[src/dltp_params.svh]
// Register offsets, field positions, reset values and prescale counts for the timer pair
`ifndef DLTP_PARAMS_SVH
`define DLTP_PARAMS_SVH
`define DLTP_OFS_CTRL 4'h0
`define DLTP_OFS_MODE 4'h1
`define DLTP_OFS_CLK 4'h2
`define DLTP_OFS_LOW_A 4'h3
`define DLTP_OFS_HIGH_A 4'h4
`define DLTP_OFS_LOW_B 4'h5
`define DLTP_OFS_HIGH_B 4'h6
`define DLTP_OFS_ACK 4'h7
`define DLTP_CTRL_RUN_A 4
`define DLTP_CTRL_OVF_A 5
`define DLTP_CTRL_RUN_B 6
`define DLTP_CTRL_OVF_B 7
`define DLTP_MODE_CNT_A 2
`define DLTP_MODE_GATE_A 3
`define DLTP_MODE_CNT_B 6
`define DLTP_MODE_GATE_B 7
`define DLTP_CLK_SEL_A 3
`define DLTP_CLK_SEL_B 4
`define DLTP_CLK_MASK 8'h1B
`define DLTP_RESET_BYTE 8'h00
`define DLTP_DIV_12 6'h0B
`define DLTP_DIV_4 6'h03
`define DLTP_DIV_48 6'h2F
`define DLTP_DIV_EXT 3'h7
`endif

[src/dltp_pkg.sv]
// Types shared by the timer pair
package dltp_pkg;
   typedef enum logic [3:0] {
      DLTP_M13 = 4'h1,
      DLTP_M16 = 4'h2,
      DLTP_M8R = 4'h4,
      DLTP_MSPLIT = 4'h8
   } dltp_mode_t;
   typedef struct packed {
      logic gate_a;
      logic gate_b;
      logic count_a;
      logic count_b;
      logic ext_clk;
   } dltp_pins_t;
   typedef struct packed {
      logic ovf_a;
      logic ovf_b;
      logic ovf_b_raw;
   } dltp_events_t;
endpackage

[src/dltp_top.sv]
// Dual legacy counter/timer pair with AXI4-Lite register access
//
// Decided for this implementation: the AXI4-Lite interface to the registers and the register addresses.
`timescale 1ns/100ps
`include "dltp_params.svh"
module dltp_top (
   input wire logic aclk,
   input wire logic aresetn,
   input wire logic [3:0] s_axi_awaddr,
   input wire logic s_axi_awvalid,
   output logic s_axi_awready,
   input wire logic [31:0] s_axi_wdata,
   input wire logic [3:0] s_axi_wstrb,
   input wire logic s_axi_wvalid,
   output logic s_axi_wready,
   output logic [1:0] s_axi_bresp,
   output logic s_axi_bvalid,
   input wire logic s_axi_bready,
   input wire logic [3:0] s_axi_araddr,
   input wire logic s_axi_arvalid,
   output logic s_axi_arready,
   output logic [31:0] s_axi_rdata,
   output logic [1:0] s_axi_rresp,
   output logic s_axi_rvalid,
   input wire logic s_axi_rready,
   input wire dltp_pkg::dltp_pins_t pins,
   output dltp_pkg::dltp_events_t events
);
   import dltp_pkg::*;

   // Register map, one byte per word index:
   //   0 control and status: run and overflow bits of both timers,
   //     low nibble kept as plain storage for the external event bits
   //   1 mode select: gate, counter select and mode field per timer
   //   2 clock control: clock selects and prescale field, others read zero
   //   3 and 4 timer A low and high byte
   //   5 and 6 timer B low and high byte
   //   7 flag acknowledge: writing ones clears overflow flags, reads zero
   // Index 8 and above answers with a slave error and changes nothing.
   // Only byte lane 0 carries data; upper read bits are always zero.

   // Control and count registers
   // ctrl holds run and flag bits of both timers in its upper nibble;
   // mode and clk_ctl are written only by software; the four count bytes
   // are written by software and advanced by the counting logic.
   logic [7:0] ctrl;
   logic [7:0] mode;
   logic [7:0] clk_ctl;
   logic [7:0] low_a;
   logic [7:0] high_a;
   logic [7:0] low_b;
   logic [7:0] high_b;

   // Two-flop synchronisers for pins; first stage feeds only the second
   // The third stage is a delayed copy used only for edge detection, so a
   // pin event reaches the counters two clocks after the pin moves.
   // Sources must hold each level two clocks or an edge can be lost.
   dltp_pins_t pins_s1;
   dltp_pins_t pins_s2;
   dltp_pins_t pins_d;
   always_ff @(posedge aclk) begin
      pins_s1 <= pins;
      pins_s2 <= pins_s1;
      pins_d <= pins_s2;
   end

   // Falling edge detect on synchronised pins
   // The stages carry no reset but settle well before reset ends, since
   // the pins keep being sampled while reset is held. A pin that idles
   // low after reset simply produces no edge until it first rises.
   wire fall_a = pins_d.count_a & ~pins_s2.count_a;
   wire fall_b = pins_d.count_b & ~pins_s2.count_b;
   wire fall_ext = pins_d.ext_clk & ~pins_s2.ext_clk;

   // Mode decode, shared by both timers
   // Both fields share one decoder so the encodings cannot drift apart;
   // code 11 means split for timer A and halt for timer B.
   function automatic dltp_mode_t dec_mode(input logic [1:0] f);
      case (f)
         2'b00: dec_mode = DLTP_M13;
         2'b01: dec_mode = DLTP_M16;
         2'b10: dec_mode = DLTP_M8R;
         default: dec_mode = DLTP_MSPLIT;
      endcase
   endfunction
   wire dltp_mode_t mode_a = dec_mode(mode[1:0]);
   wire dltp_mode_t mode_b = dec_mode(mode[5:4]);
   wire split = (mode_a == DLTP_MSPLIT);

   // Prescaler: a single divider whose terminal count follows the field
   // The divider runs free from reset and is never restarted by a timer,
   // so the first prescaled tick after enabling may come early by up to
   // one period. The trade keeps both timers on one shared phase.
   // Switching to a smaller divide is safe: the compare is greater-or-equal,
   // so a count beyond the new terminal value wraps at once.
   // The external source is counted in falling edges, eight per tick.
   logic [5:0] pre_cnt;
   logic [2:0] ext_cnt;
   wire [5:0] pre_top = (clk_ctl[1:0] == 2'b00) ? `DLTP_DIV_12 :
                        (clk_ctl[1:0] == 2'b01) ? `DLTP_DIV_4 : `DLTP_DIV_48;
   wire pre_ext = (clk_ctl[1:0] == 2'b11);
   wire sys_tick = (pre_cnt >= pre_top);
   wire ext_tick = fall_ext & (ext_cnt == `DLTP_DIV_EXT);
   wire pre_tick = pre_ext ? ext_tick : sys_tick;
   always_ff @(posedge aclk) begin
      if (!aresetn) begin
         pre_cnt <= 6'h00;
         ext_cnt <= 3'h0;
      end else begin
         // Divider for the system clock codes
         pre_cnt <= sys_tick ? 6'h00 : pre_cnt + 6'h01;
         // Edge counter for the external code
         if (fall_ext) begin
            ext_cnt <= ext_cnt + 3'h1;
         end
      end
   end

   // Per-timer tick: pin edges when counting, else selected clock
   // Clock select is don't-care while counting pins; gating applies to
   // every source, so a closed gate also stops pin counting.
   // Gate inputs are read after synchronising, which delays a gate change
   // by two clocks; pulse widths measured by gating carry that offset
   // on both edges, so it cancels.
   function automatic logic src_tick(input logic cnt_sel, input logic clk_sel, input logic pin_fall,
                                     input logic ptick);
      src_tick = cnt_sel ? pin_fall : (clk_sel ? 1'b1 : ptick);
   endfunction
   function automatic logic gate_ok(input logic run, input logic gate_en, input logic gate_in);
      gate_ok = run & (~gate_en | gate_in);
   endfunction

   wire tick_a = src_tick(mode[`DLTP_MODE_CNT_A], clk_ctl[`DLTP_CLK_SEL_A], fall_a, pre_tick);
   wire en_a = gate_ok(ctrl[`DLTP_CTRL_RUN_A], mode[`DLTP_MODE_GATE_A], pins_s2.gate_a) & tick_a;
   // Timer B: in split its run comes from its mode, count pin ignored
   // Outside split, timer B has its own run bit, gate and counter select.
   // In split its run follows the mode field alone and it never sees its
   // count pin, though its gate still applies; mode three halts it in either case.
   wire tick_b = split ? src_tick(1'b0, clk_ctl[`DLTP_CLK_SEL_B], 1'b0, pre_tick)
                       : src_tick(mode[`DLTP_MODE_CNT_B], clk_ctl[`DLTP_CLK_SEL_B], fall_b, pre_tick);
   wire run_b_eff = split ? (mode_b != DLTP_MSPLIT) : ctrl[`DLTP_CTRL_RUN_B];
   wire en_b = gate_ok(run_b_eff, mode[`DLTP_MODE_GATE_B], pins_s2.gate_b) & tick_b & (mode_b != DLTP_MSPLIT);
   // Split high byte: clock only, enabled by timer B run bit
   // The high byte ignores counter select and gate of timer A, and has
   // no gate of its own.
   wire tick_h = clk_ctl[`DLTP_CLK_SEL_A] ? 1'b1 : pre_tick;
   wire en_h = split & ctrl[`DLTP_CTRL_RUN_B] & tick_h;

   // Counting step for one 16-bit pair
   // Result bit 16 is the wrap of the active width; bits 15..0 are the
   // next high and low bytes. In 13-bit mode the unused top bits of the
   // low byte are carried over untouched, which is why readers mask them.
   // In split mode only the low byte moves here; the high byte of timer A
   // has its own increment below because it runs on different controls.
   function automatic logic [16:0] step(input dltp_mode_t m, input logic [7:0] lo, input logic [7:0] hi);
      logic [12:0] c13;
      logic [15:0] c16;
      c13 = {hi, lo[4:0]} + 13'h0001;
      c16 = {hi, lo} + 16'h0001;
      case (m)
         DLTP_M13: step = {(c13 == 13'h0000), c13[12:5], lo[7:5], c13[4:0]};
         DLTP_M16: step = {(c16 == 16'h0000), c16};
         DLTP_M8R: step = (lo == 8'hFF) ? {1'b1, hi, hi} : {1'b0, hi, lo + 8'h01};
         DLTP_MSPLIT: step = {(lo == 8'hFF), hi, lo + 8'h01};
         default: step = {1'b0, hi, lo};
      endcase
   endfunction
   // Next values and overflow conditions of each timer
   wire [16:0] nx_a = step(mode_a, low_a, high_a);
   wire [16:0] nx_b = step(mode_b, low_b, high_b);
   wire ovf_a = en_a & nx_a[16];
   wire ovf_b_raw = en_b & nx_b[16];
   wire ovf_h = en_h & (high_a == 8'hFF);
   // In split, timer B flag comes from timer A high byte
   wire set_b = split ? ovf_h : ovf_b_raw;

   // AXI4-Lite write path: take address and data in either order
   // Each half is latched as it arrives and its ready dropped, so the master
   // may offer address and data in either order or together. The write is
   // performed in the cycle both are held and no response is pending, and
   // the response comes out on the following edge. Readies rise again only
   // after the response is taken, which keeps one write in flight at most.
   // A cleared byte strobe makes the write a no-op that still answers OKAY.
   logic [3:0] aw_addr;
   logic aw_held;
   logic [31:0] w_data;
   logic [3:0] w_strb;
   logic w_held;
   wire aw_take = s_axi_awvalid & s_axi_awready;
   wire w_take = s_axi_wvalid & s_axi_wready;
   wire do_wr = aw_held & w_held & ~s_axi_bvalid;
   wire wr_lane = do_wr & w_strb[0];
   wire [7:0] wb = w_data[7:0];
   wire wr_ctrl = wr_lane & (aw_addr == `DLTP_OFS_CTRL);
   wire wr_ack = wr_lane & (aw_addr == `DLTP_OFS_ACK);
   wire wr_low_a = wr_lane & (aw_addr == `DLTP_OFS_LOW_A);
   wire wr_high_a = wr_lane & (aw_addr == `DLTP_OFS_HIGH_A);
   wire wr_low_b = wr_lane & (aw_addr == `DLTP_OFS_LOW_B);
   wire wr_high_b = wr_lane & (aw_addr == `DLTP_OFS_HIGH_B);
   wire wr_ok = (aw_addr <= `DLTP_OFS_ACK);
   always_ff @(posedge aclk) begin
      if (!aresetn) begin
         s_axi_awready <= 1'b1;
         s_axi_wready <= 1'b1;
         aw_held <= 1'b0;
         w_held <= 1'b0;
         aw_addr <= 4'h0;
         w_data <= 32'h00000000;
         w_strb <= 4'h0;
         s_axi_bvalid <= 1'b0;
         s_axi_bresp <= 2'b00;
      end else begin
         // Address half taken
         if (aw_take) begin
            aw_addr <= s_axi_awaddr;
            aw_held <= 1'b1;
            s_axi_awready <= 1'b0;
         end
         // Data half taken
         if (w_take) begin
            w_data <= s_axi_wdata;
            w_strb <= s_axi_wstrb;
            w_held <= 1'b1;
            s_axi_wready <= 1'b0;
         end
         // Both halves present: perform and answer
         if (do_wr) begin
            s_axi_bvalid <= 1'b1;
            s_axi_bresp <= wr_ok ? 2'b00 : 2'b10;
            aw_held <= 1'b0;
            w_held <= 1'b0;
         end
         // Response taken: open both channels again
         if (s_axi_bvalid & s_axi_bready) begin
            s_axi_bvalid <= 1'b0;
            s_axi_awready <= 1'b1;
            s_axi_wready <= 1'b1;
         end
      end
   end

   // Register writes and counting; hardware set wins over software clear
   // A flag set in the same cycle as a software clear or a control write
   // wins, since it is assigned last; losing an overflow would be worse
   // than a stale flag, which software clears again.
   // The acknowledge index stands in for the interrupt vector clearing.
   always_ff @(posedge aclk) begin
      if (!aresetn) begin
         ctrl <= `DLTP_RESET_BYTE;
         mode <= `DLTP_RESET_BYTE;
         clk_ctl <= `DLTP_RESET_BYTE;
         low_a <= `DLTP_RESET_BYTE;
         high_a <= `DLTP_RESET_BYTE;
         low_b <= `DLTP_RESET_BYTE;
         high_b <= `DLTP_RESET_BYTE;
      end else begin
         // Configuration registers
         if (wr_lane & (aw_addr == `DLTP_OFS_MODE)) begin
            mode <= wb;
         end
         if (wr_lane & (aw_addr == `DLTP_OFS_CLK)) begin
            clk_ctl <= wb & `DLTP_CLK_MASK;
         end
         // Run bits written freely; counts untouched by them
         if (wr_ctrl) begin
            ctrl <= wb;
         end else if (wr_ack) begin
            ctrl[`DLTP_CTRL_OVF_A] <= ctrl[`DLTP_CTRL_OVF_A] & ~wb[0];
            ctrl[`DLTP_CTRL_OVF_B] <= ctrl[`DLTP_CTRL_OVF_B] & ~wb[1];
         end

         // Hardware flag sets
         if (ovf_a) begin
            ctrl[`DLTP_CTRL_OVF_A] <= 1'b1;
         end
         if (set_b) begin
            ctrl[`DLTP_CTRL_OVF_B] <= 1'b1;
         end

         // Timer A bytes
         // Software write beats a count in the same cycle
         if (wr_low_a) begin
            low_a <= wb;
         end else if (en_a) begin
            low_a <= nx_a[7:0];
         end
         if (wr_high_a) begin
            high_a <= wb;
         end else if (split ? en_h : en_a) begin
            high_a <= split ? high_a + 8'h01 : nx_a[15:8];
         end

         // Timer B bytes follow the same priority
         if (wr_low_b) begin
            low_b <= wb;
         end else if (en_b) begin
            low_b <= nx_b[7:0];
         end
         if (wr_high_b) begin
            high_b <= wb;
         end else if (en_b) begin
            high_b <= nx_b[15:8];
         end
      end
   end

   // Read path: one outstanding read, answered the cycle after address
   // Read data are captured with the address, so a count that moves while
   // the response waits does not tear; the value is the one at the take.
   // A refused index answers a slave error with zero data.
   wire [7:0] rd_byte = (s_axi_araddr == `DLTP_OFS_CTRL) ? ctrl :
                        (s_axi_araddr == `DLTP_OFS_MODE) ? mode :
                        (s_axi_araddr == `DLTP_OFS_CLK) ? clk_ctl :
                        (s_axi_araddr == `DLTP_OFS_LOW_A) ? low_a :
                        (s_axi_araddr == `DLTP_OFS_HIGH_A) ? high_a :
                        (s_axi_araddr == `DLTP_OFS_LOW_B) ? low_b :
                        (s_axi_araddr == `DLTP_OFS_HIGH_B) ? high_b : 8'h00;
   wire rd_ok = (s_axi_araddr <= `DLTP_OFS_ACK);
   always_ff @(posedge aclk) begin
      if (!aresetn) begin
         s_axi_arready <= 1'b1;
         s_axi_rvalid <= 1'b0;
         s_axi_rdata <= 32'h00000000;
         s_axi_rresp <= 2'b00;
      end else begin
         // Take address, capture data and status
         if (s_axi_arvalid & s_axi_arready) begin
            s_axi_rdata <= {24'h000000, rd_byte};
            s_axi_rresp <= rd_ok ? 2'b00 : 2'b10;
            s_axi_rvalid <= 1'b1;
            s_axi_arready <= 1'b0;
         // Response taken: accept next address
         end else if (s_axi_rvalid & s_axi_rready) begin
            s_axi_rvalid <= 1'b0;
            s_axi_arready <= 1'b1;
         end
      end
   end

   // Overflow pulses for baud or conversion triggers
   // Pulses last one clock and rise on the same edge that sets the flag.
   // In split mode the raw pulse still marks timer B wraps for triggers
   // even though its flag is not set by them.
   always_ff @(posedge aclk) begin
      if (!aresetn) begin
         events <= '0;
      end else begin
         events.ovf_a <= ovf_a;
         events.ovf_b <= set_b;
         events.ovf_b_raw <= ovf_b_raw;
      end
   end
endmodule

[config.mk]
export PLATFORM = sky130hd
export DESIGN_NAME = dltp_top
export DESIGN_NICKNAME = d
export VERILOG_FILES = /design/src/dltp_pkg.sv /design/src/dltp_top.sv
export VERILOG_INCLUDE_DIRS = /design/src
export SDC_FILE = /design/constraint.sdc
export NUM_CORES = 1
export LEC_CHECK = 0
export BUFFER_PORTS_ARGS = -buffer_cell sky130_fd_sc_hd__buf_4
export CORE_ASPECT_RATIO = 1.25
export CORE_MARGIN = 1
export CORE_UTILIZATION = 50
export CTS_CLUSTER_SIZE = 28
export DETAILED_ROUTE_END_ITERATION = 10
export GPL_TIMING_DRIVEN = 1
export PLACE_DENSITY = 0.73
export SYNTH_ARGS = -nofsm -noshare
export SYNTH_HDL_FRONTEND = slang
export SYNTH_SLANG_ARGS = --single-unit
[constraint.sdc]
create_clock -name aclk -period 2.3 [get_ports aclk]
set_input_delay 0.115 -clock aclk [delete_from_list [all_inputs] [get_ports aclk]]
set_output_delay 0.115 -clock aclk [all_outputs]
set_load 0.03 [all_outputs]
==> results of run 1 <==
-- Yosys cell counts (13+ instances only) --
cell | n | share of area [%]
dfxtp_1 | 107 | 30
a31oi_1 | 21 | 1.9
xnor2_1 | 15 | 1.9
nor3_1 | 19 | 1.3
inv_1 | 21 | 1.1
clkbuf_1 | 56 | 3.0
and3_1 | 17 | 1.5
ha_1 | 20 | 3.5
a211oi_1 | 16 | 1.7
buf_4 | 30 | 3.2
nand2_1 | 108 | 5.7
mux2i_1 | 25 | 3.5
nand3_1 | 57 | 4.0
nor2_1 | 59 | 3.1
a21oi_1 | 83 | 5.9
nand4_1 | 14 | 1.2
o21ai_0 | 43 | 3.0
a21o_1 | 13 | 1.4
-- worst max path at each step --
stage | start | slack, ns | to
3_5_place_dp | clk_ctl[1] | -0.13 | low_b[6]
5_1_grt | clk_ctl[1] | -0.10 | high_b[4]
4_1_cts | ext_cnt[0] | 0.002 | low_a[7]
2_1_floorplan | clk_ctl[1] | 0.005 | high_b[1]
3_3_place_gp | clk_ctl[1] | -0.08 | low_b[6]
6_report | clk_ctl[1] | -0.02 | high_b[4]
-- per-stage QoR --
step / hold slack (ns) / cells
after global routing: 0.00755 / 1201
after floorplan: 0.143 / 957
after detailed placement: 0.221 / 1173
after global placement: 0.220 / 1173
final: 0.00225 / 1201
after CTS: 0.000194 / 1198
-- flip-flops by register name, indices dropped and copies added, names as in the netlist, 6 cells and up --
name	cells
s_axi_rdata	8
low_b	8
pre_cnt	6
mode	8
high_b	8
low_a	8
w_data	8
ctrl	8
high_a	8
-- report_power, final --
part	internal, mW	switching (mW)	total [mW]
registers	1.90	0.0572	1.96
clock network	0.796	0.783	1.58
logic	0.154	0.277	0.430
-- placed cells by master (no fill, tap or decap), types with 5 or more instances in the layout --
cell type / count
buf_4: 146
nand2_1: 108
dfxtp_1: 105
a21oi_1: 82
nor2_1: 58
nand3_1: 57
o21ai_0: 43
conb_1: 26
mux2i_1: 25
a31oi_1: 21
inv_1: 19
ha_1: 18
and3_1: 17
nor3_1: 17
xnor2_1: 15
nand4_1: 14
a21o_1: 13
a211oi_1: 12
nor2b_1: 11
nand2b_1: 11
xor2_1: 10
and2_1: 10
o211ai_1: 10
a221oi_1: 9
clkbuf_16: 9
nand3b_1: 8
mux2_2: 7
dlygate4sd3_1: 7
or3_1: 6
nor4_1: 6
o22ai_1: 6
o31ai_1: 5
a211o_1: 5
-- area by class of cell --
class / count / area (sq um)
Inverter: 21 / 81.3
Tap cell: 175 / 219
Multi-Input combinational cell: 726 / 4570
Sequential cell: 107 / 2150
Clock inverter: 6 / 67.6
Timing Repair Buffer: 156 / 1210
Fill cell: 1236 / 5280
Clock buffer: 10 / 239
-- worst max-delay path, stage by stage, from the launching register on --
cell and delay (ns):
dfxtp_4 0.39, inv_4 0.06, ha_4 0.26, o21a_1 0.15, a211o_1 0.15, a221oi_2 0.07, buf_4 0.18, or3_1 0.40
or4_1 0.47, a31oi_1 0.13
-- metal layers --
metal	part of all wire, %	vias to the layer above	GRT usage (%)
met4	3.8	0	13.4
li1	-	3524	-
met5	0	-	0
met2	49	355	52.1
met1	41	3496	39.2
met3	7.1	64	3.90
-- kinds of logic after synthesis --
family | after synthesis
simple gates | 356
compound gates | 266
buf+inv | 124
flops | 107
mux | 33
xor+xnor | 25
fa+ha+maj | 20
other cells | 1
-- repair_timing --
item | in CTS | in global routing
gates resized for setup | 7 | 21
hold endpoints to repair | 7 | 0
hold buffers | 7 | 0
setup endpoints to repair | 21 | 26
pin swaps | 4 | 10
buffers inserted | 2 | 3
==> impl_results.md, run 1 <==
* Run status: complete, but fails checks
* Slew Viols, Final at 0
* VDD IR-drop max at roughly 0.00043 V
* Max cap viols at 0
* Hold EP: w_data[1]
* Area delta synth->final at 20.3%
* H-tree Lvls at 3
* Compound-Gate Fraction of Synth Area at 24.6%
* Adder-cell area share of the yosys netlist at between 3 and 4%
* Register-to-Register Path Depth at 9
* # diodes at 0
* Final Cell Area at ~8500 sq um
* Seq cells post-synth at 107
* Post-synth EDFFs at 0
* FF-to-FF Start: clk_ctl[1]
* Sequential share of the synthesized area at 30.2%
* Hold depth at 3
* Mapped Area at between 7000 and 8000 sq um
* Leakage at about 3.5 nW
* Tcrit/Tclk final at 101%
* Cts bufs inserted at 9
* Total wire length at 22.4 mm
* Max Freq at around 430 MHz
* I/O pin count at 100
* Largest net degree at the start of global routing at 36
* WP data required at 2.59 ns
* Worst setup EP type: register
* Reg clk slew, reported paths at about 0.080 ns
* Largest family of logic cells by synthesized area: simple AND/OR/NAND/NOR gates
* Die height at ~140 um
* Main flop type after synthesis: dfxtp_1
* Failing checks: negative setup slack
* Syn Inst Count at around 930
* Fin nets at approximately 1100
* Post-DRT Antenna Nets at 0
* Total die area at roughly 15000 sq um
* Final min period at ~2.3 ns
* Area of the core at ~14000 sq um
* Share of cells above drive strength 1 at 20.1%
* Clock skew at around 0.011 ns
* Longest Clk Path Bufs at 2
* Hold Crit Class: input pin to register
* Ys async rst share at 0%
* Simple-gate share of the synthesized area at 25.1%
* Setup crit start kind: register
* Sink Count at about 110
* Row count at between 40 and 50
* DRT iter0 DRCs at 769
* Final Hold Viols at 0
* Worst slew margin at a little under half
* Finish-stage setup viols at 1
* Die W at around 110 um
* Mux share of post-synthesis cell area at roughly 4.8%
* Type of the worst setup path: register to register
* Worst slack, placed at -0.126 ns
* Antenna violations before repair at 0
* Setup TNS at -0.0226 ns
* GRT overflow at 0
* Worst-Margin Slew at roughly 0.81 ns
* Crit path arrival time at 2.61 ns
* Final worst slack at -0.0226 ns
* Total power at roughly 4.0 mW
* Netlist cell types at 76
* Worst-path fanout max at 6
* Placed instance area at between 7000 and 8000 sq um
* GPL Wtd Cong at slightly below 1
* RSZ-0062 raised after global routing: true
* CTS tree: yes
* Routed via count at around 7400
* PwrDens at 466 nW/um^2
* Skew-Pair Late Insertion Delay at about 0.36 ns
* First-pass GRT wire length at between 30 and 40 mm
* Clk root buf: clkbuf_16
* Warnings, synthesis at 0
* Vias in the first global route at a little under 7000
* Buffers added on ports at 46
* Detailed Place HPWL at about 16 mm
* Syn Area/Cell at 7.61 sq um
* DR pass1 iterations at 6
* Starting Density at about half
* RR Endpoint: high_b[4]
* Gr usage total at between 30% and 40%
* Final Util at around three fifths
* Vias/cell at about 6.2
* Synth Area in XOR/XNOR at under 10%
* Worst reg-to-reg setup slack at -0.02 ns
* Residual DRC at 0
* DR WL/cell at around 19 um
* Hold_sp: s_axi_wdata[1]
(Power assumes the default switching activity.)
==> inputs of run 2 (changes only) <==
--- a/config.mk
+++ b/config.mk
@@ -6,14 +6,14 @@
 export SDC_FILE = /design/constraint.sdc
 export NUM_CORES = 1
 export LEC_CHECK = 0
-export BUFFER_PORTS_ARGS = -buffer_cell sky130_fd_sc_hd__buf_4
 export CORE_ASPECT_RATIO = 1.25
 export CORE_MARGIN = 1
 export CORE_UTILIZATION = 50
 export CTS_CLUSTER_SIZE = 28
 export DETAILED_ROUTE_END_ITERATION = 10
+export DONT_BUFFER_PORTS = 1
 export GPL_TIMING_DRIVEN = 1
-export PLACE_DENSITY = 0.73
+export PLACE_DENSITY = 0.67
 export SYNTH_ARGS = -nofsm -noshare
 export SYNTH_HDL_FRONTEND = slang
 export SYNTH_SLANG_ARGS = --single-unit
==> run 2 against run 1 <==
Total power increased by 1.6%; the run still ends with negative setup slack left; maximum frequency down 3.0%; clock skew increased by 0.0058 ns; largest power group unchanged; core utilization decreased by 0.94 points; cell area is 1.5% lower; combinational power shrank 21%.
==> impl_results.md, run 2 (synthesis gave the netlist of run 1 again) <==
* Type of the worst setup path: register to register
* Cts bufs inserted at 9
* I/O pin count at 100
* Clock skew at 0.0169 ns
* PwrDens at 481 nW/um^2
* Final min period at roughly 2.4 ns
* Sink Count at between 100 and 150
* Row count at 48
* Worst slew margin at 19.1%
* Longest Clk Path Bufs at 2
* Global route hottest layer: met2
* First-pass GRT wire length at between 30 and 40 mm
* GPL Wtd Cong at slightly below 1
* Clk root buf: clkbuf_16
* Slew Viols, Final at 0
* Total die area at about 15000 sq um
* Grt met2 use at between 50% and 60%
* Area delta synth->final at 18.5%
* Skew-Pair Late Insertion Delay at 0.36 ns
* Tcrit/Tclk final at 104%
* DR WL/cell at around 19 um
* Finish-stage setup viols at 10
* Worst-path fanout max at 4
* Vias/cell at about 6.2
* DR pass1 iterations at 5
* Die height at approximately 140 um
* Failing checks: negative setup slack
* Hold_ws at roughly 0.01 ns
* Reg clk slew, reported paths at 0.09 ns
* Largest net degree at the start of global routing at 59
* H-tree Lvls at 3
* Leakage at between 3 and 4 nW
* Setup crit start kind: register
* Antenna violations before repair at 0
* Crit path arrival time at ~2.7 ns
* Max Freq at about 420 MHz
* Hold Crit Class: input pin to register
* Share of cells above drive strength 1 at approximately 15%
* Vias in the first global route at about 6600
* Fin nets at roughly 1100
* Final worst slack at -0.0933 ns
* Run status: complete, but fails checks
* Buffers added on ports at 0
* Routing usage on met3 at about 5.6%
* DRT iter0 DRCs at between 700 and 800
* Met1 Use GR at 38.4%
* Final Cell Area at roughly 8400 sq um
* Detailed Place HPWL at 16.0 mm
* VDD IR-drop max at 0.000512 V
* Routed via count at just over 7000
* Final Util at between 60% and 70%
* Worst setup EP type: register
* Residual DRC at 0
* Gr usage total at between 30% and 40%
* # diodes at 0
* Worst reg-to-reg setup slack at -0.09 ns
* Worst slack, placed at -0.165 ns
* GRT overflow at 0
* CTS tree: yes
* Final Hold Viols at 0
* Area of the core at around 14000 sq um
* Worst-Margin Slew at about 1.2 ns
* Total wire length at 22.5 mm
* Placed instance area at ~7500 sq um
* Post-DRT Antenna Nets at 0
* RSZ-0062 raised after global routing: true
* Starting Density at a little over 50%
* FILL cells at around 1300
* Max cap viols at 0
* WP data required at around 2.6 ns
* Most frequent cells in the layout: 108 x nand2_1, 105 x dfxtp_1, 85 x buf_4
* Die W at between 100 and 150 um
* Most common cell after layout, fill and taps aside: nand2_1
==> run 2: cell types whose count changed in the layout (fill, tap and decap cells not counted), sizes merged <==
| cell | previous run | this run |
|---|---|---|
| dlygate4sd3 | 7 | 28 |
| clkinv | 4 | 2 |
| bufinv | 0 | 1 |
| buf | 149 | 91 |
| inv | 23 | 25 |
==> run 2: worst max-delay path: stages (launching register included) <==
cell,delay (ns)
dfxtp_4,0.39
inv_4,0.06
ha_4,0.26
o21a_1,0.18
a211o_1,0.18
a221oi_2,0.08
clkbuf_16,0.16
buf_8,0.12
or3_4,0.33
or4_1,0.41
a31oi_1,0.16
==> run 2: what timing repair did <==
action,4_1_cts,5_1_grt
buffers inserted,1,7
gates resized for setup,7,37
endpoints found under the setup margin,25,28
hold buffers,28,0
pin swaps,3,19
endpoints found under the hold margin,51,0
==> run 2: worst paths after layout <==
kind	from	end	depth (start not counted)
worst max-delay path	clk_ctl[1]	high_b[4]	10
worst min-delay path	aresetn	high_a[0]	3
worst max register to register	clk_ctl[1]	high_b[4]	10
worst min register to register	pins_s1[0]	pins_s2[0]	0
==> run 2: report_power, final <==
group	total, mW	switching [mW]	internal (mW)
Clock	1.70	0.810	0.888
Combinational	0.341	0.214	0.126
Sequential	2.00	0.0921	1.90
Total	4.04	1.12	2.92
==> run 2: metrics by stage <==
step,power [mW],std cells,setup TNS [ns]
after global routing,4.16,1165,-2.14
after CTS,4.03,1158,0
after global placement,2.31,1113,-0.213
after floorplan,2.28,957,0
after detailed placement,2.32,1113,-0.976
final,4.04,1165,-0.387
==> run 2: area by class of cell <==
class / instances / area [sq um] / share of cell area, %
clock buffer: 9 / 225 / 2.68
clock inverter: 7 / 103 / 1.22
inverter: 21 / 81.3 / 0.968
multi-input combinational: 726 / 4600 / 54.7
sequential: 107 / 2150 / 25.6
tap: 175 / 219 / 2.61
timing repair buffer: 120 / 1030 / 12.2
==> run 2: routing by layer <==
layer / up-vias / part of all wire [%]
met1: 3367 / 40
met3: 63 / 7.6
li1: 3455 / -
met4: 0 / 3.8
met5: - / 0
met2: 327 / 49
